File: config.mk
export PLATFORM = sky130hd
export DESIGN_NAME = pmva_vout_alert_regs
export DESIGN_NICKNAME = d
export VERILOG_FILES = /design/src/pmva_pkg.sv /design/src/pmva_limit_clamp.sv /design/src/pmva_ramp.sv /design/src/pmva_vout_alert_regs.sv
export SDC_FILE = /design/constraint.sdc
export NUM_CORES = 1
export LEC_CHECK = 0
export BUFFER_PORTS_ARGS = -buffer_cell sky130_fd_sc_hd__buf_2
export CAP_MARGIN = 25
export CORE_ASPECT_RATIO = 1.25
export CORE_MARGIN = 2
export CORE_UTILIZATION = 35
export CTS_CLUSTER_SIZE = 25
export DETAILED_ROUTE_END_ITERATION = 8
export PLACE_DENSITY = 0.53
export SYNTH_ARGS = -nofsm -noshare
export SYNTH_HDL_FRONTEND = slang
export SYNTH_HIERARCHICAL = 1
export SYNTH_SLANG_ARGS = --single-unit
File: constraint.sdc
create_clock -name ref_clk -period 5.55 [get_ports ref_clk]
set_input_delay 1.11 -clock ref_clk [delete_from_list [all_inputs] [get_ports ref_clk]]
set_output_delay 1.11 -clock ref_clk [all_outputs]
set_load 0.01 [all_outputs]
File: src/pmva_pkg.sv
// pmva_pkg.sv: constants, types and helpers for the vout/alert-mask bank
`default_nettype none
package pmva_pkg;

   // -------------------------------------------------------------------
   // command codes and selector bytes
   // -------------------------------------------------------------------
   localparam logic [7:0] CMD_ALERT_MASK  = 8'h1B;
   localparam logic [7:0] CMD_VOUT_FORMAT = 8'h20;
   localparam logic [7:0] CMD_VOUT_TARGET = 8'h21;
   localparam logic [7:0] SEL_MISC_GROUP  = 8'h7F;
   localparam logic [7:0] SEL_VENDOR_GRP  = 8'h80;

   // -------------------------------------------------------------------
   // alert mask layout
   // -------------------------------------------------------------------
   localparam logic [7:0] MASK_MISC_VALUE   = 8'h01;
   localparam logic [7:0] MASK_VENDOR_WR    = 8'hCE;
   localparam logic [7:0] MASK_VENDOR_RESET = 8'hCE;
   localparam int         POWER_ON_BIT      = 7;
   localparam int         SELF_COND_BIT     = 6;
   localparam int         RESET_EVENT_BIT   = 3;
   localparam int         CROSS_BUS_BIT     = 2;
   localparam int         SYNC_FAULT_BIT    = 1;
   localparam int         FIRST_ALERT_BIT   = 0;

   // -------------------------------------------------------------------
   // output voltage format layout
   // -------------------------------------------------------------------
   localparam int         FMT_REL_BIT     = 7;
   localparam int         FMT_MODE_MSB    = 6;
   localparam int         FMT_MODE_LSB    = 5;
   localparam int         FMT_EXP_MSB     = 4;
   localparam logic [1:0] FMT_MODE_LINEAR = 2'h0;
   localparam logic [7:0] FMT_WR_MASK     = 8'h9F;
   localparam logic [7:0] FMT_RESET       = 8'h14;
   localparam logic [4:0] EXP_COARSEST    = 5'h1C;
   localparam logic [4:0] EXP_FINEST      = 5'h14;
   localparam logic [15:0] TARGET_RESET   = 16'h0000;

   // -------------------------------------------------------------------
   // ramp timing
   // -------------------------------------------------------------------
   localparam int         CLK_PERIOD_NS    = 4;
   localparam int         RAMP_TICK_NS     = 1000;
   localparam logic [7:0] RAMP_TICK_CYCLES =
      8'(RAMP_TICK_NS / CLK_PERIOD_NS);

   // -------------------------------------------------------------------
   // carriers
   // -------------------------------------------------------------------
   typedef struct packed {
      logic        valid;
      logic        write;
      logic [7:0]  code;
      logic [15:0] data;
   } pmva_cmd_type;

   typedef struct packed {
      logic        valid;
      logic        err;
      logic [15:0] data;
   } pmva_rsp_type;

   // -------------------------------------------------------------------
   // helpers
   // -------------------------------------------------------------------
   function automatic logic pmva_exp_ok(input logic [4:0] e);
      pmva_exp_ok = ($signed(e) <= $signed(EXP_COARSEST)) &&
                    ($signed(e) >= $signed(EXP_FINEST));
   endfunction : pmva_exp_ok

   // rescale a linear mantissa from one exponent to another
   function automatic logic [15:0] pmva_rescale(input logic [15:0] v,
                                                input logic [4:0]  oldE,
                                                input logic [4:0]  newE);
      logic signed [5:0] d;
      d = 6'($signed(oldE)) - 6'($signed(newE));
      if (d >= 6'sh00) begin
         pmva_rescale = v << d;
      end else begin
         pmva_rescale = v >> (-d);
      end
   endfunction : pmva_rescale

endpackage : pmva_pkg
`default_nettype wire

File: src/pmva_limit_clamp.sv
// pmva_limit_clamp.sv: target plus trim, clamped to the max/min window
`default_nettype none
module pmva_limit_clamp
   import pmva_pkg::*;
(
   input  wire logic        ref_clk,
   input  wire logic        nrst,
   input  wire logic        ce,
   input  wire logic [15:0] target,
   input  wire logic [15:0] trim,
   input  wire logic [15:0] limitMax,
   input  wire logic [15:0] limitMin,
   output logic      [15:0] refRequest,
   output logic             limitHit
);
   typedef struct packed {
      logic [15:0] req;
      logic        hit;
   } pmva_clamp_type;

   pmva_clamp_type state_reg;
   pmva_clamp_type state_next;
   logic signed [17:0] sum;

   always_comb begin
      state_next = state_reg;
      sum = 18'($signed({2'h0, target})) + 18'($signed(trim));
      if (sum > $signed({2'h0, limitMax})) begin
         state_next.req = limitMax;
         state_next.hit = 1'b1;
      end else if (sum < $signed({2'h0, limitMin})) begin
         state_next.req = limitMin;
         state_next.hit = 1'b1;
      end else begin
         state_next.req = sum[15:0];
         state_next.hit = 1'b0;
      end
   end

   always_ff @(posedge ref_clk or negedge nrst) begin
      if (!nrst) begin
         state_reg <= '0;
      end else if (ce) begin
         state_reg <= state_next;
      end
   end

   assign refRequest = state_reg.req;
   assign limitHit   = state_reg.hit;
endmodule : pmva_limit_clamp
`default_nettype wire

File: src/pmva_ramp.sv
// pmva_ramp.sv: slews the reference toward its request at a set rate
`default_nettype none
module pmva_ramp
   import pmva_pkg::*;
(
   input  wire logic        ref_clk,
   input  wire logic        nrst,
   input  wire logic        ce,
   input  wire logic [15:0] request,
   input  wire logic [15:0] stepPerTick,
   output logic      [15:0] refOut
);
   typedef struct packed {
      logic [7:0]  tick;
      logic [15:0] level;
   } pmva_ramp_type;

   pmva_ramp_type state_reg;
   pmva_ramp_type state_next;

   // a zero step would freeze the output, so it moves one lsb minimum
   always_comb begin
      state_next = state_reg;
      if (state_reg.tick == RAMP_TICK_CYCLES - 8'h01) begin
         state_next.tick = 8'h00;
         if (request > state_reg.level) begin
            if (request - state_reg.level <= stepPerTick) begin
               state_next.level = request;
            end else begin
               state_next.level = state_reg.level +
                  ((stepPerTick == 16'h0000) ? 16'h0001 : stepPerTick);
            end
         end else if (request < state_reg.level) begin
            if (state_reg.level - request <= stepPerTick) begin
               state_next.level = request;
            end else begin
               state_next.level = state_reg.level -
                  ((stepPerTick == 16'h0000) ? 16'h0001 : stepPerTick);
            end
         end
      end else begin
         state_next.tick = state_reg.tick + 8'h01;
      end
   end

   always_ff @(posedge ref_clk or negedge nrst) begin
      if (!nrst) begin
         state_reg <= '0;
      end else if (ce) begin
         state_reg <= state_next;
      end
   end

   assign refOut = state_reg.level;
endmodule : pmva_ramp
`default_nettype wire

File: src/pmva_vout_alert_regs.sv
// pmva_vout_alert_regs.sv: alert masks, vout format and vout target bank
`default_nettype none
module pmva_vout_alert_regs
   import pmva_pkg::*;
(
   input  wire logic         ref_clk,
   input  wire logic         nrst,
   input  wire logic         ce,
   input  wire pmva_cmd_type cmdReq,
   output pmva_rsp_type      cmdRsp,
   input  wire logic         convEnable,
   input  wire logic         powerGoodResetPin_n,
   input  wire logic         pgResetModeEn,
   input  wire logic         faultBootRestoreSel,
   input  wire logic         pinStrapOverride,
   input  wire logic [15:0]  voltageSelectCode,
   input  wire logic [15:0]  nvmTarget,
   input  wire logic [7:0]   nvmVendorMask,
   input  wire logic [7:0]   nvmFormat,
   input  wire logic         restoreUserAll,
   input  wire logic         faultHiccup,
   input  wire logic [15:0]  voutTrim,
   input  wire logic [15:0]  voutMax,
   input  wire logic [15:0]  voutMin,
   input  wire logic [15:0]  transitionStep,
   input  wire logic [7:0]   statusVendor,
   input  wire logic         clearStatus,
   output logic              alertOut,
   output logic [15:0]       vrefOut,
   output logic [7:0]        formatOut,
   output logic              statusWordVout,
   output logic              statusVoutLimit
);
   // -------------------------------------------------------------------
   // state
   // -------------------------------------------------------------------
   typedef struct packed {
      logic [7:0]   vendorMask;
      logic [7:0]   format;
      logic [15:0]  target;
      logic [15:0]  boot;
      logic         loadPend;
      logic         pinSync1;
      logic         pinSync2;
      logic         wordVout;
      logic         voutLimit;
      logic         alert;
      pmva_rsp_type rsp;
   } pmva_regs_type;

   pmva_regs_type state_reg;
   pmva_regs_type state_next;

   logic        limitHit;
   logic [15:0] refRequest;
   logic [15:0] defaultTarget;
   logic [7:0]  newFormat;
   logic        isWr;
   logic        isRd;

   // -------------------------------------------------------------------
   // next state
   // -------------------------------------------------------------------
   always_comb begin
      state_next    = state_reg;
      isWr          = cmdReq.valid && cmdReq.write;
      isRd          = cmdReq.valid && !cmdReq.write;
      newFormat     = (cmdReq.data[7:0] & FMT_WR_MASK) |
                      {1'b0, FMT_MODE_LINEAR, 5'h00};
      defaultTarget = pinStrapOverride ? voltageSelectCode : nvmTarget;

      // pin passes two flops before anything looks at it
      state_next.pinSync1 = powerGoodResetPin_n;
      state_next.pinSync2 = state_reg.pinSync1;

      state_next.rsp.valid = 1'b0;
      state_next.rsp.err   = 1'b0;

      // host access; a later branch below overrides the target
      if (isWr) begin
         case (cmdReq.code)
            CMD_ALERT_MASK: begin
               // low byte names the group, high byte carries the mask
               if (cmdReq.data[7:0] == SEL_VENDOR_GRP) begin
                  state_next.vendorMask =
                     cmdReq.data[15:8] & MASK_VENDOR_WR;
               end else if (cmdReq.data[7:0] != SEL_MISC_GROUP) begin
                  state_next.rsp.valid = 1'b1;
                  state_next.rsp.err   = 1'b1;
               end
            end
            CMD_VOUT_FORMAT: begin
               if (convEnable ||
                   !pmva_exp_ok(newFormat[FMT_EXP_MSB:0])) begin
                  state_next.rsp.valid = 1'b1;
                  state_next.rsp.err   = 1'b1;
               end else begin
                  state_next.format = newFormat;
                  state_next.target = pmva_rescale(state_reg.target,
                     state_reg.format[FMT_EXP_MSB:0],
                     newFormat[FMT_EXP_MSB:0]);
                  state_next.boot = pmva_rescale(state_reg.boot,
                     state_reg.format[FMT_EXP_MSB:0],
                     newFormat[FMT_EXP_MSB:0]);
               end
            end
            CMD_VOUT_TARGET: begin
               state_next.target = cmdReq.data;
            end
            default: begin
               state_next.rsp.valid = 1'b1;
               state_next.rsp.err   = 1'b1;
            end
         endcase
      end else if (isRd) begin
         state_next.rsp.valid = 1'b1;
         state_next.rsp.data  = 16'h0000;
         case (cmdReq.code)
            CMD_ALERT_MASK: begin
               if (cmdReq.data[7:0] == SEL_MISC_GROUP) begin
                  state_next.rsp.data = {8'h00, MASK_MISC_VALUE};
               end else if (cmdReq.data[7:0] == SEL_VENDOR_GRP) begin
                  state_next.rsp.data = {8'h00, state_reg.vendorMask};
               end else begin
                  state_next.rsp.err = 1'b1;
               end
            end
            CMD_VOUT_FORMAT: begin
               state_next.rsp.data = {8'h00, state_reg.format};
            end
            CMD_VOUT_TARGET: begin
               state_next.rsp.data = state_reg.target;
            end
            default: begin
               state_next.rsp.err = 1'b1;
            end
         endcase
      end

      // fault hiccup: keep or revert to the stored boot value
      if (faultHiccup && faultBootRestoreSel) begin
         state_next.target = state_reg.boot;
      end

      // reset pin holds the target at boot while asserted
      if (pgResetModeEn && !state_reg.pinSync2) begin
         state_next.target = state_reg.boot;
      end

      // defaults land on the first enabled edge after reset, or on restore
      if (state_reg.loadPend || restoreUserAll) begin
         state_next.loadPend   = 1'b0;
         state_next.boot       = defaultTarget;
         state_next.target     = defaultTarget;
         state_next.vendorMask = nvmVendorMask & MASK_VENDOR_WR;
         state_next.format     = (nvmFormat & FMT_WR_MASK) |
                                 {1'b0, FMT_MODE_LINEAR, 5'h00};
      end

      // limit warning flags: a set in the clear cycle wins
      if (clearStatus) begin
         state_next.wordVout  = 1'b0;
         state_next.voutLimit = 1'b0;
      end
      if (limitHit) begin
         state_next.wordVout  = 1'b1;
         state_next.voutLimit = 1'b1;
      end

      // sync mask left clear may pulse the alert on a stack enable
      state_next.alert =
         (|(statusVendor & ~state_reg.vendorMask & MASK_VENDOR_WR)) ||
         state_reg.voutLimit;
   end

   // -------------------------------------------------------------------
   // registers
   // -------------------------------------------------------------------
   always_ff @(posedge ref_clk or negedge nrst) begin
      if (!nrst) begin
         state_reg            <= '0;
         state_reg.vendorMask <= MASK_VENDOR_RESET;
         state_reg.format     <= FMT_RESET;
         state_reg.target     <= TARGET_RESET;
         state_reg.boot       <= TARGET_RESET;
         state_reg.loadPend   <= 1'b1;
         state_reg.pinSync1   <= 1'b1;
         state_reg.pinSync2   <= 1'b1;
      end else if (ce) begin
         state_reg <= state_next;
      end
   end

   // -------------------------------------------------------------------
   // reference path
   // -------------------------------------------------------------------
   pmva_limit_clamp clampInst (
      .ref_clk    (ref_clk),
      .nrst       (nrst),
      .ce         (ce),
      .target     (state_reg.target),
      .trim       (voutTrim),
      .limitMax   (voutMax),
      .limitMin   (voutMin),
      .refRequest (refRequest),
      .limitHit   (limitHit)
   );

   pmva_ramp rampInst (
      .ref_clk     (ref_clk),
      .nrst        (nrst),
      .ce          (ce),
      .request     (refRequest),
      .stepPerTick (transitionStep),
      .refOut      (vrefOut)
   );

   assign cmdRsp          = state_reg.rsp;
   assign alertOut        = state_reg.alert;
   assign formatOut       = state_reg.format;
   assign statusWordVout  = state_reg.wordVout;
   assign statusVoutLimit = state_reg.voutLimit;
endmodule : pmva_vout_alert_regs
`default_nettype wire

Word level (Yosys, flattened, before mapping)
Cells that the tools add are included.
- $add $sub $neg: 8
- shift-type cells: 4
- equality and inequality tests: 9
- magnitude comparators: 9
- reduce and logical (&&, ||, !) cells: 29
- muxes and demuxes: 35
- bitwise gates (word level): 3
- operator list (cell ; number):
    16-bit 2-to-1 mux ; 11
    49-bit 2-to-1 mux ; 1
    48-bit 2-to-1 mux ; 1
    8-bit 2-to-1 mux ; 6
    16-bit case mux with 3 select lines ; 1
    16-bit subtractor ; 3
    40-bit 2-to-1 mux ; 1
    17-bit 2-to-1 mux ; 2
    16-bit less-or-equal comparator ; 2
    16-bit case mux with 2 select lines ; 1
    16-bit by 6-bit left shift with 16-bit output ; 2
    16-bit by 6-bit >> shifter with 16-bit output ; 2
    17-bit by 16-bit adder with 18-bit output ; 1
    18-bit by 17-bit greater-than comparator with 1-bit output ; 1
    18-bit by 17-bit less-than comparator with 1-bit output ; 1
    18-bit 2-to-1 mux ; 1
    16-bit adder ; 1
    8-bit by 6-bit equality test with 1-bit output, second input constant ; 2
    8-bit equality test, second input constant ; 2
    16-bit greater-than comparator ; 1
    16-bit logical NOT ; 1
    16-bit less-than comparator ; 1
    2-bit 2-to-1 mux ; 6
    4-bit AND reduction ; 3
    other kinds (27) ; 43
- flip-flop bits (word level): 113

Logic depth before layout (Yosys ltp)
Gate-level depths: netlist of the first run.
- depth after elaboration: 10
- depth in mapped cells: 24
- gate-level depth less buffers: 23

Modules after synthesis
Netlist of the first run, hierarchy kept.
- by module, submodules not included (module ; times used ; area each (um^2) ; seq. area each (um^2) ; cells each):
    pmva_vout_alert_regs ; 1 ; 7144.4 ; 1664.1 ; 939
    pmva_ramp ; 1 ; 5106.1 ; 600.6 ; 671
    pmva_limit_clamp ; 1 ; 2788.9 ; 425.4 ; 350

Worst setup path after synthesis of the first run
Ideal clock, no wire load.
- path type: register to register
- from: reg rampInst.state_reg, in the netlist rampInst/refOut[0]
- to: reg rampInst.state_reg, in the netlist rampInst/refOut[13]
- cell stages (with the launch flop): 25
- setup slack: 0.557 ns
- path buffers: 1
- period minus slack after synthesis: 4.993 ns
- data arrival time: 4.855 ns
- cells stage by stage: dfrtp_1 > inv_1 > ha_1 > inv_1 > fa_1 > a21o_1 > a21oi_2 > o21bai_1 > a21o_1 > a31o_1 > or4_1 > a31o_1 > a21oi_1 > xnor2_1 > ha_1 > and4_1 > nand4_1 > nor3_1 > or2_2 > o31ai_4 > nor2b_1 > clkbuf_1 > nor2_1 > a2111oi_0 > a21oi_1
- word-level cells in the longest chain between the ends: 5
- elaborated cells between the ends (all ways): 14
- those cells by class: 4 x add/sub; 4 x order compare; 4 x mux; 2 x reduce/logical
- ends and longest elaborated chain (item ; line ; text):
    from (decl) ; pmva_ramp.sv:18 ; pmva_ramp_type state_reg;
    from (signal assigned) ; pmva_ramp.sv:50 ; state_reg <= state_next;
    16-bit subtractor ; pmva_ramp.sv:34 ; if (state_reg.level - request <= stepPerTick) begin
    16-bit less-or-equal comparator ; pmva_ramp.sv:34 ;
    16-bit 2-to-1 mux ; pmva_ramp.sv:34 ;
    16-bit 2-to-1 mux ; pmva_ramp.sv:33 ; end else if (request < state_reg.level) begin
    16-bit 2-to-1 mux ; pmva_ramp.sv:26 ; if (request > state_reg.level) begin
Several ways; a longest one is shown, not always the timed one. The select of a mux whose other input is x is not followed.
A chain may end at the register's enable or synchronous reset.

Worst setup path in the final report of the first run
- from: reg clampInst.state_reg, in the netlist clampInst/refRequest[0]
- to: reg rampInst.state_reg, in the netlist rampInst/refOut[4]
- word-level cells in the longest chain between the ends: 5
- elaborated cells between the ends (all ways): 12
- those cells by class: 2 x add/sub; 4 x order compare; 4 x mux; 2 x reduce/logical
- ends and longest elaborated chain (item ; line ; text):
    from (decl) ; pmva_limit_clamp.sv:21 ; pmva_clamp_type state_reg;
    from (signal assigned) ; pmva_limit_clamp.sv:44 ; state_reg <= state_next;
    16-bit subtractor ; pmva_ramp.sv:34 ;
    16-bit less-or-equal comparator ; pmva_ramp.sv:34 ;
    16-bit 2-to-1 mux ; pmva_ramp.sv:34 ;
    16-bit 2-to-1 mux ; pmva_ramp.sv:33 ;
    16-bit 2-to-1 mux ; pmva_ramp.sv:26 ;
Several ways; a longest one is shown, not always the timed one. The select of a mux whose other input is x is not followed.

==> results_dict.tcl, run 1 <==
set metrics [dict create \
    worstSkewPairLatency_ns 0.40 \
    cp-end-kind "register" \
    synthTopCellsByArea "dfrtp_1 (16%), ha_1 (12%), mux2i_1 (5.6%)" \
    io_pins 202 \
    crit_path_top_delay_cell "dfrtp_1" \
    hp-class "register to register" \
    postLayoutCellArea_um2 16800 \
    crit_arrival_ns 5.62 \
    synthTopCellsByCount "nand2_1 (198), a21oi_1 (152), ha_1 (149), inv_1 (146), nor2_1 (138)" \
    syn2layout_area_growth_pct 11.5 \
    place.gp.congestion 0.996 \
    postPlaceCellArea_um2 16400 \
    fin_cells 2630 \
    clk_pin_slew_ns 0.08 \
    gr-usage-all-layers 0.267 \
    num_antenna_cells 0 \
    finalMaxSlewViolations 0 \
    grt_remaining_overflow 0 \
    synth-seq-area-share 0.179 \
    hold_buffers 0 \
    vias 15637 \
    rrSetupSlack_ns 0.20 \
    hp-start "cmdRsp[11]" \
    slew-limit-headroom 0.286 \
    die-area_um2 44700 \
    largest_reg_flops 39 \
    clockBufferDepth 2 \
    crit_cells 23 \
    yosysWarnings 6 \
    nNetsFinal 2378 \
    min_to "cmdRsp[11]" \
    synth-edff-count 0 \
    outcome "complete, no violations" \
    top_layer "met5" \
    dp_cells 2612 \
    die_h_um 236 \
    grt_max_degree 55 \
    cts.sinks 107 \
    post_drt_wl_per_cell_um 23.1 \
    fmax_ghz 0.187 \
    yosys_register_bits 107 \
    drt_first_pass_iters 5 \
    ant_nets 0 \
    crit_chain "ha_1 -> inv_1 -> fa_1 -> a21o_1 -> a21oi_2 -> o21bai_1 -> a21o_1 -> a31o_1 -> or4_1 -> a31o_1 -> a21oi_1 -> xnor2_1 -> ha_1 -> and4_1 -> nand4_1 -> nor3_2 -> or2_2 -> o31ai_4 -> nor2b_1 -> buf_4 -> a221o_1 -> a22oi_1 -> o21ai_1" \
    hpwl_mm 48.8 \
    grt_pass1_wl_mm 91.3 \
    nFillCells 4432 \
    p_per_area_nw_per_um2 418 \
    synth.largest_area_cell "dfrtp_1" \
    regArea_um2 2690 \
    first_iter_violations 1110 \
    rsz0062_at_grt "yes" \
    routed_via_density 5.95 \
    hold_violations 0 \
    worstPathRequired_ns 5.82 \
    fin_skew_ns 0.0156 \
    met2WireLength_mm 29.6 \
    die_w_um 189 \
    grt_pass1_vias 15451 \
    wl_met1_mm 23.3 \
    r2r_end "rampInst/refOut[4]" \
    critical_path_class "register to register" \
    timing.critical_path.from_type "register" \
    crit_fanout 7 \
    async_flop_share 1.00 \
    p_total_uw 7010 \
    period_needed_ns 5.35 \
    min_path_cells 2 \
    root_buffer "clkbuf_16" \
    timing.rr.start "clampInst/refRequest[0]" \
    reg2reg_depth 23 \
    cpPeakStageDelay_ns 0.47 \
    syn-cell-area_um2 15000 \
    synth_top_area_share 0.161 \
    wl_met3_mm 3.10 \
    setup_viol 0 \
    synth-main-ff-cell "dfrtp_1" \
    synthCells 1960 \
    whs_ns 0.468 \
    htree_num_levels 3 \
    p_leak_uw 0.00781 \
    worst_ir_drop_vdd_mv 0.184 \
    cap_violations 0 \
    tightest_slew_ns 1.07 \
    synthMostInstantiatedCell "nand2_1" \
    routed_wl_mm 60.8 \
    numCtsBuffers 9 \
    num_rows 84 \
    drc 0 \
    drive_gt1_frac 0.185 \
    antenna_found_initial 2 \
    coreArea_um2 42300 \
    multiInputGateArea_um2 11000 \
    ys_types 104 \
    post-route-period-util 0.964 \
    cts_tree "yes" \
    numPortBuffers 191 \
    start_util 0.356 \
    cp_num_buf_inv 2 \
    tns_ns 0 \
    synth_area_per_cell_um2 7.67 \
    crit_family "compound AO/OA/AOI/OAI gates" \
]
==> worst register-to-register path, delay by kind of cell, from the launching register on <==
kind | cells | cell delay [ns]
compound gates | 11 | 2.01
fa+ha+maj | 3 | 0.92
simple gates | 6 | 1.47
xor+xnor | 1 | 0.10
buf+inv | 2 | 0.26
flops | 1 | 0.47
==> placed cells by master (no fill, tap or decap), types with 8 or more instances in the layout <==
cell / instances
o221ai_1: 11
dfstp_2: 10
o31ai_1: 15
xor2_1: 20
nand3_1: 64
a21oi_2: 10
o21ai_1: 18
nand2_1: 197
inv_1: 146
a21oi_1: 152
o21a_1: 11
mux2i_1: 84
mux4_2: 12
ha_1: 148
mux2_2: 33
nor2_1: 137
nor3_1: 36
buf_4: 67
a211o_1: 8
and2_1: 10
o21ai_0: 115
and3_1: 10
clkbuf_16: 9
a31oi_1: 30
a41oi_1: 10
a211oi_1: 25
xnor2_1: 41
nor4_1: 9
dfrtp_1: 96
o21bai_1: 15
a221oi_1: 13
nand4_1: 33
buf_2: 190
o22ai_1: 15
nand2b_1: 15
a22oi_1: 8
or3_1: 9
a21o_1: 40
o211ai_1: 30
nor2b_1: 23
==> how the worst max path moves through the flow <==
stage                       startpoint                       to  slack, ns
3_3_place_gp               voutTrim[0]  clampInst/refRequest[6]       0.06
2_1_floorplan       rampInst/refOut[0]      rampInst/refOut[13]       0.56
3_5_place_dp               voutTrim[0]  clampInst/refRequest[4]      -0.01
6_report       clampInst/refRequest[0]       rampInst/refOut[4]       0.20
5_1_grt             rampInst/refOut[0]       rampInst/refOut[4]      -0.06
4_1_cts        clampInst/refRequest[0]       rampInst/refOut[0]       0.02
==> metal layers <==
metal	global-route usage	vias up
li1	-	7286
met1	0.301	7493
met2	0.467	669
met3	0.0301	187
met4	0.187	2
met5	0	-
==> cells by family (layout without fill, tap and decap cells) <==
kind of cell               after synthesis  count (layout)  synth area share
muxes                                  130             130            0.0993
buffers and inverters                  310             420            0.0929
AOI/OAI and AO/OA                      606             606             0.270
and+or+nand+nor                        582             582             0.183
xor gates and xnor gates                69              69            0.0439
other                                    1               2          0.000249
adders and majority gates              155             155             0.132
DFF                                    107             107             0.179
==> final cells by class <==
| cell class | instances | share of cell area |
|---|---|---|
| Multi-Input combinational cell | 1544 | 0.656 |
| Clock inverter | 6 | 0.00709 |
| Clock buffer | 10 | 0.0142 |
| Sequential cell | 107 | 0.160 |
| Timing Repair Buffer | 258 | 0.0874 |
| Tap cell | 559 | 0.0417 |
| Inverter | 146 | 0.0327 |
==> power breakdown <==
group | switching (uW) | leakage, uW | total [uW] | internal [uW]
combinational | 3040 | 0.00632 | 5000 | 1960
clock | 364 | 0.000175 | 825 | 460
sequential | 259 | 0.00131 | 1180 | 921
==> repair_timing <==
| item | 4_1_cts | 5_1_grt |
|---|---|---|
| endpoints found under the setup margin | 0 | 11 |
| gates resized for setup | 0 | 4 |
| buffers inserted | 0 | 0 |
==> through the flow <==
step | utilization | setup WS, ns
final | 0.397 | 0.200
after global routing | 0.397 | -0.0627
after CTS | 0.396 | 0.0233
after detailed placement | 0.388 | -0.0100
after global placement | 0.388 | 0.0578
after floorplan | - | 0.557
Note: power is estimated with default switching activity, not from simulation.
==> run 2, diff against run 1 <==
--- a/config.mk
+++ b/config.mk
@@ -5,14 +5,13 @@
 export SDC_FILE = /design/constraint.sdc
 export NUM_CORES = 1
 export LEC_CHECK = 0
-export BUFFER_PORTS_ARGS = -buffer_cell sky130_fd_sc_hd__buf_2
 export CAP_MARGIN = 25
-export CORE_ASPECT_RATIO = 1.25
 export CORE_MARGIN = 2
 export CORE_UTILIZATION = 35
 export CTS_CLUSTER_SIZE = 25
 export DETAILED_ROUTE_END_ITERATION = 8
-export PLACE_DENSITY = 0.53
+export DONT_BUFFER_PORTS = 1
+export PLACE_DENSITY = 0.49
 export SYNTH_ARGS = -nofsm -noshare
 export SYNTH_HDL_FRONTEND = slang
 export SYNTH_HIERARCHICAL = 1
==> results_dict.tcl, run 2 (synthesized netlist as in run 1, its figures left out) <==
set metrics [dict create \
    cp_num_buf_inv 2 \
    fin_cells 2416 \
    gr-usage-all-layers 0.266 \
    hpwl_mm 46.5 \
    grt_max_degree 108 \
    whs_ns 0.405 \
    crit_start "clampInst/refRequest[6]" \
    io_pins 202 \
    top_usage_layer "met2" \
    numPortBuffers 0 \
    die_w_um 211 \
    hold_violations 0 \
    start_util 0.357 \
    drive_gt1_frac 0.101 \
    largest_reg_flops 39 \
    slew-limit-headroom 0.370 \
    routed_wl_mm 59.4 \
    num_rows 75 \
    hp-class "primary input to asynchronous set/reset pin" \
    intPower_uw 3120 \
    switching_power_uw 3540 \
    crit_cells 21 \
    dp_cells 2396 \
    post_drt_wl_per_cell_um 24.6 \
    layout_commonest_cell "nand2_1" \
    cap_violations 0 \
    power.share.sequential 0.176 \
    crit_family "compound AO/OA/AOI/OAI gates" \
    htree_num_levels 3 \
    finalMaxSlewViolations 0 \
    crit_chain "inv_1 -> ha_1 -> a21o_1 -> a21o_1 -> a21o_1 -> a21oi_1 -> nor2_1 -> o21ai_0 -> nand2b_1 -> a221oi_1 -> xnor2_1 -> ha_1 -> nand4_1 -> a21oi_1 -> a211oi_1 -> a21oi_1 -> buf_12 -> nand2_1 -> nand2_1 -> o22ai_1 -> o21ai_1" \
    fin_skew_ns 0.0193 \
    die-area_um2 44600 \
    hold_buffers 0 \
    clkPwrFrac 0.102 \
    outcome "complete, no violations" \
    r2r_end "rampInst/refOut[10]" \
    antenna_found_initial 0 \
    period_needed_ns 5.23 \
    finish.utilization 0.373 \
    die_h_um 211 \
    fmax_ghz 0.191 \
    place.gp.congestion 0.986 \
    cp-end-kind "register" \
    post-route-period-util 0.943 \
    grt_pass1_vias 14232 \
    comb_power_share 0.722 \
    met1_usage 0.327 \
    critical_path_class "register to register" \
    tightest_slew_ns 0.945 \
    timing.rr.start "clampInst/refRequest[6]" \
    p_per_area_nw_per_um2 424 \
    setup_viol 0 \
    tns_ns 0 \
    nNetsFinal 2183 \
    final_cell_mix "nand2_1 (198), a21oi_1 (152), ha_1 (148)" \
    grt_remaining_overflow 0 \
    clockBufferDepth 2 \
    crit_path_end "rampInst/refOut[10]" \
    crit_path_top_delay_cell "dfrtp_1" \
    first_iter_violations 1073 \
    rsz0062_at_grt "no" \
    p_total_uw 6660 \
    cts.sinks 107 \
    worstSkewPairLatency_ns 0.40 \
    ant_nets 0 \
    drc 0 \
    routed_via_density 6.05 \
    cts_tree "yes" \
    met3_usage 0.0414 \
    syn2layout_area_growth_pct 4.43 \
    rrSetupSlack_ns 0.32 \
    drt_first_pass_iters 6 \
    clk_pin_slew_ns 0.09 \
    timing.critical_path.from_type "register" \
    root_buffer "clkbuf_16" \
    reg2reg_depth 21 \
    p_sw_frac 0.531 \
    cpPeakStageDelay_ns 0.46 \
    met2_usage 0.452 \
    grt_pass1_wl_mm 89.8 \
    numCtsBuffers 9 \
    worst_ir_drop_vdd_mv 0.278 \
    vias 14624 \
    crit_arrival_ns 5.49 \
    coreArea_um2 42100 \
    worstPathRequired_ns 5.81 \
    crit_fanout 13 \
    p_leak_uw 0.00697 \
]
run 2: cell count changes in the layout (fill, tap and decap cells not counted), sizes merged:
cell | previous run | this run
diode | 0 | 1
clkinvlp | 0 | 1
bufinv | 3 | 0
clkinv | 1 | 3
buf | 258 | 63
run 2: worst min-delay path by stage:
| stage | to | start | cells past startpoint |
|---|---|---|---|
| after CTS | rampInst/refOut[4] | nrst | 0 |
| final | rampInst/refOut[4] | nrst | 0 |
| after global placement | state_reg[21] | state_next[21] | 2 |
| after detailed placement | state_reg[21] | state_next[21] | 2 |
| after floorplan | cmdRsp[10] | cmdRsp[10] | 2 |
| after global routing | rampInst/refOut[4] | nrst | 0 |
run 2: per-layer routing:
layer	routed length, um	part of all wire	vias to the layer above
li1	-	-	6913
met1	24200	0.41	6974
met2	28700	0.48	599
met3	3680	0.062	138
met4	2890	0.049	0
met5	0	0	-
run 2: power groups by stage:
stage                     logic (uW)  clock network [uW]  registers [uW]
after floorplan                 3410                   0            1070
after CTS                       4710                 708            1170
after global placement          4660                   0            1180
after detailed placement        4690                   0            1180
after global routing            5270                 729            1190
final                           4810                 678            1180
run 2: timing repair:
action / in CTS / in global routing
setup endpoints to repair: 0 / 11
setup buffers: 0 / 0
resized for setup: 0 / 6
run 2: per-stage QoR:
| stage | setup WS [ns] | instance area [um^2] |
|---|---|---|
| after floorplan | 0.557 | 15000 |
| after global placement | 0.104 | 15400 |
| after detailed placement | 0.0659 | 15400 |
| after CTS | 0.0430 | 15700 |
| after global routing | 0.0207 | 15700 |
| final | 0.319 | 15700 |
run 2: area by class of cell:
cell class / count / area (um^2)
fill: 4398 / 26400
multi-input combinational: 1544 / 11000
sequential: 107 / 2690
tap: 539 / 674
inverter: 146 / 548
timing repair buffer: 63 / 485
clock buffer: 10 / 239
clock inverter: 6 / 46.3
antenna: 1 / 2.50
run 2: worst reg2reg max path, cell delays in order (launching register included):
cell      delay (ns)
dfrtp_1         0.46
inv_1           0.10
ha_1            0.44
a21o_1          0.25
a21o_1          0.19
a21o_1          0.21
a21oi_1         0.15
nor2_1          0.05
o21ai_0         0.18
nand2b_1        0.08
a221oi_1        0.32
xnor2_1         0.17
ha_1            0.27
nand4_1         0.21
a21oi_1         0.11
a211oi_1        0.45
a21oi_1         0.19
buf_12          0.19
nand2_1         0.44
nand2_1         0.30
o22ai_1         0.26
o21ai_1         0.08
==> run 3, diff against run 2 <==
--- a/config.mk
+++ b/config.mk
@@ -6,12 +6,14 @@
 export NUM_CORES = 1
 export LEC_CHECK = 0
 export CAP_MARGIN = 25
+export CELL_PAD_IN_SITES_DETAIL_PLACEMENT = 0
+export CELL_PAD_IN_SITES_GLOBAL_PLACEMENT = 1
 export CORE_MARGIN = 2
 export CORE_UTILIZATION = 35
 export CTS_CLUSTER_SIZE = 25
 export DETAILED_ROUTE_END_ITERATION = 8
 export DONT_BUFFER_PORTS = 1
-export PLACE_DENSITY = 0.49
+export PLACE_DENSITY = 0.62
 export SYNTH_ARGS = -nofsm -noshare
 export SYNTH_HDL_FRONTEND = slang
 export SYNTH_HIERARCHICAL = 1
==> results_dict.tcl, run 3 (synthesized netlist as in run 1, its figures left out) <==
set metrics [dict create \
    outcome "complete, no violations" \
    finalMaxSlewViolations 0 \
    die_w_um 211 \
    tightest_slew_ns 1.06 \
    antenna_found_initial 0 \
    cts_tree "yes" \
    numCtsBuffers 9 \
    period_needed_ns 5.25 \
    vias 14778 \
    grt_remaining_overflow 0 \
    numPortBuffers 0 \
    io_pins 202 \
    p_total_uw 6740 \
    largest_reg_flops 39 \
    drt_first_pass_iters 7 \
    place.gp.congestion 0.965 \
    routed_wl_mm 61.0 \
    fmax_ghz 0.191 \
    worstPathRequired_ns 5.83 \
    coreArea_um2 42100 \
    root_buffer "clkbuf_16" \
    crit_arrival_ns 5.53 \
    start_util 0.357 \
    drive_gt1_frac 0.102 \
    routed_via_density 6.11 \
    slew-limit-headroom 0.292 \
    fin_skew_ns 0.0232 \
    p_per_area_nw_per_um2 429 \
    cts.sinks 107 \
    worstSkewPairLatency_ns 0.41 \
    post-route-period-util 0.945 \
    p_leak_uw 0.00699 \
    setup_viol 0 \
    finish.utilization 0.373 \
    rsz0062_at_grt "no" \
    drc 0 \
    r2r_end "rampInst/refOut[9]" \
    hp-class "primary input to asynchronous set/reset pin" \
    rrSetupSlack_ns 0.30 \
    hold_buffers 0 \
    first_iter_violations 1198 \
    die_h_um 211 \
    dp_cells 2398 \
    htree_num_levels 3 \
    ant_nets 0 \
    fin_cells 2418 \
    timing.rr.start "rampInst/refOut[1]" \
    whs_ns 0.400 \
    cap_violations 0 \
    gr-usage-all-layers 0.270 \
    hold_violations 0 \
    syn2layout_area_growth_pct 4.52 \
    clockBufferDepth 2 \
    final_cell_mix "nand2_1 (198), a21oi_1 (152), ha_1 (148)" \
    critical_path_class "register to register" \
    grt_pass1_vias 14143 \
    die-area_um2 44600 \
    crit_fanout 11 \
    grt_pass1_wl_mm 90.4 \
    post_drt_wl_per_cell_um 25.2 \
    hpwl_mm 48.0 \
    timing.critical_path.from_type "register" \
    clk_pin_slew_ns 0.08 \
    num_rows 75 \
    layout_commonest_cell "nand2_1" \
    num_antenna_cells 0 \
    worst_ir_drop_vdd_mv 0.212 \
    cp-end-kind "register" \
    grt_max_degree 108 \
    reg2reg_depth 20 \
    nNetsFinal 2186 \
]
## run 3: cell types whose count changed in the layout (fill, tap and decap cells not counted), sizes merged
cell	previous run	this run
clkinvlp	1	0
buf	63	66
inv	148	150
clkbuf	10	11
diode	1	0
clkinv	3	1
## run 3: power by group
group | total, uW | switching, uW | internal, uW | leakage, uW
Sequential | 1180 | 256 | 920 | 0.00131
Combinational | 4840 | 2950 | 1890 | 0.00553
Clock | 720 | 378 | 342 | 0.000152
Total | 6740 | 3580 | 3160 | 0.00699
## run 3: worst max-delay path by stage
stage	startpoint	endpoint	slack, ns	cells past startpoint
floorplan	rampInst/refOut[0]	rampInst/refOut[13]	0.56	24
global placement	clampInst/refRequest[0]	rampInst/refOut[8]	0.008	21
detailed placement	clampInst/refRequest[0]	rampInst/refOut[8]	-0.02	21
CTS	clampInst/refRequest[0]	rampInst/refOut[0]	0.09	22
global route	clampInst/refRequest[0]	rampInst/refOut[8]	0.04	22
finish	rampInst/refOut[1]	rampInst/refOut[9]	0.30	20
## run 3: metrics by stage
| step | area [um^2] | TNS (ns) | setup WS (ns) |
|---|---|---|---|
| global placement | 15400 | 0 | 0.00828 |
| floorplan | 15000 | 0 | 0.557 |
| global route | 15700 | 0 | 0.0366 |
| finish | 15700 | 0 | 0.303 |
| detailed placement | 15400 | -0.0253 | -0.0250 |
| CTS | 15700 | 0 | 0.0930 |
## run 3: cell type report
type,count,area [um^2]
Sequential cell,107,2690
Tap cell,539,674
Multi-Input combinational cell,1544,11000
Clock inverter,5,51.3
Clock buffer,11,253
Inverter,146,548
Timing Repair Buffer,66,495
Fill cell,4465,26400
## run 3: critical path: stages (launching register included)
cell and delay (ns):
dfrtp_1 0.45, buf_4 0.19, ha_1 0.31, a21o_1 0.16, a21oi_1 0.20, o21bai_1 0.09, a21o_1 0.27, a31oi_1 0.35
o221a_2 0.30, o21ai_0 0.11, xor2_1 0.16, ha_1 0.30, nand4_1 0.16, a21oi_1 0.09, a211oi_1 0.38, a21oi_1 0.24
buf_4 0.23, nand2_1 0.42, nand2_1 0.35, o22ai_1 0.25, o21ai_1 0.10
## run 3: what timing repair did
item,CTS,global route
endpoints found under the setup margin,5,9
gates resized for setup,1,2
pin swaps,0,2
buffers inserted,0,3
## run 3: metal layers
metal  global-route usage  share of wire
met1                0.331           0.41
met2                0.473           0.49
met3               0.0347          0.052
met4                0.119          0.043
met5                    0              0
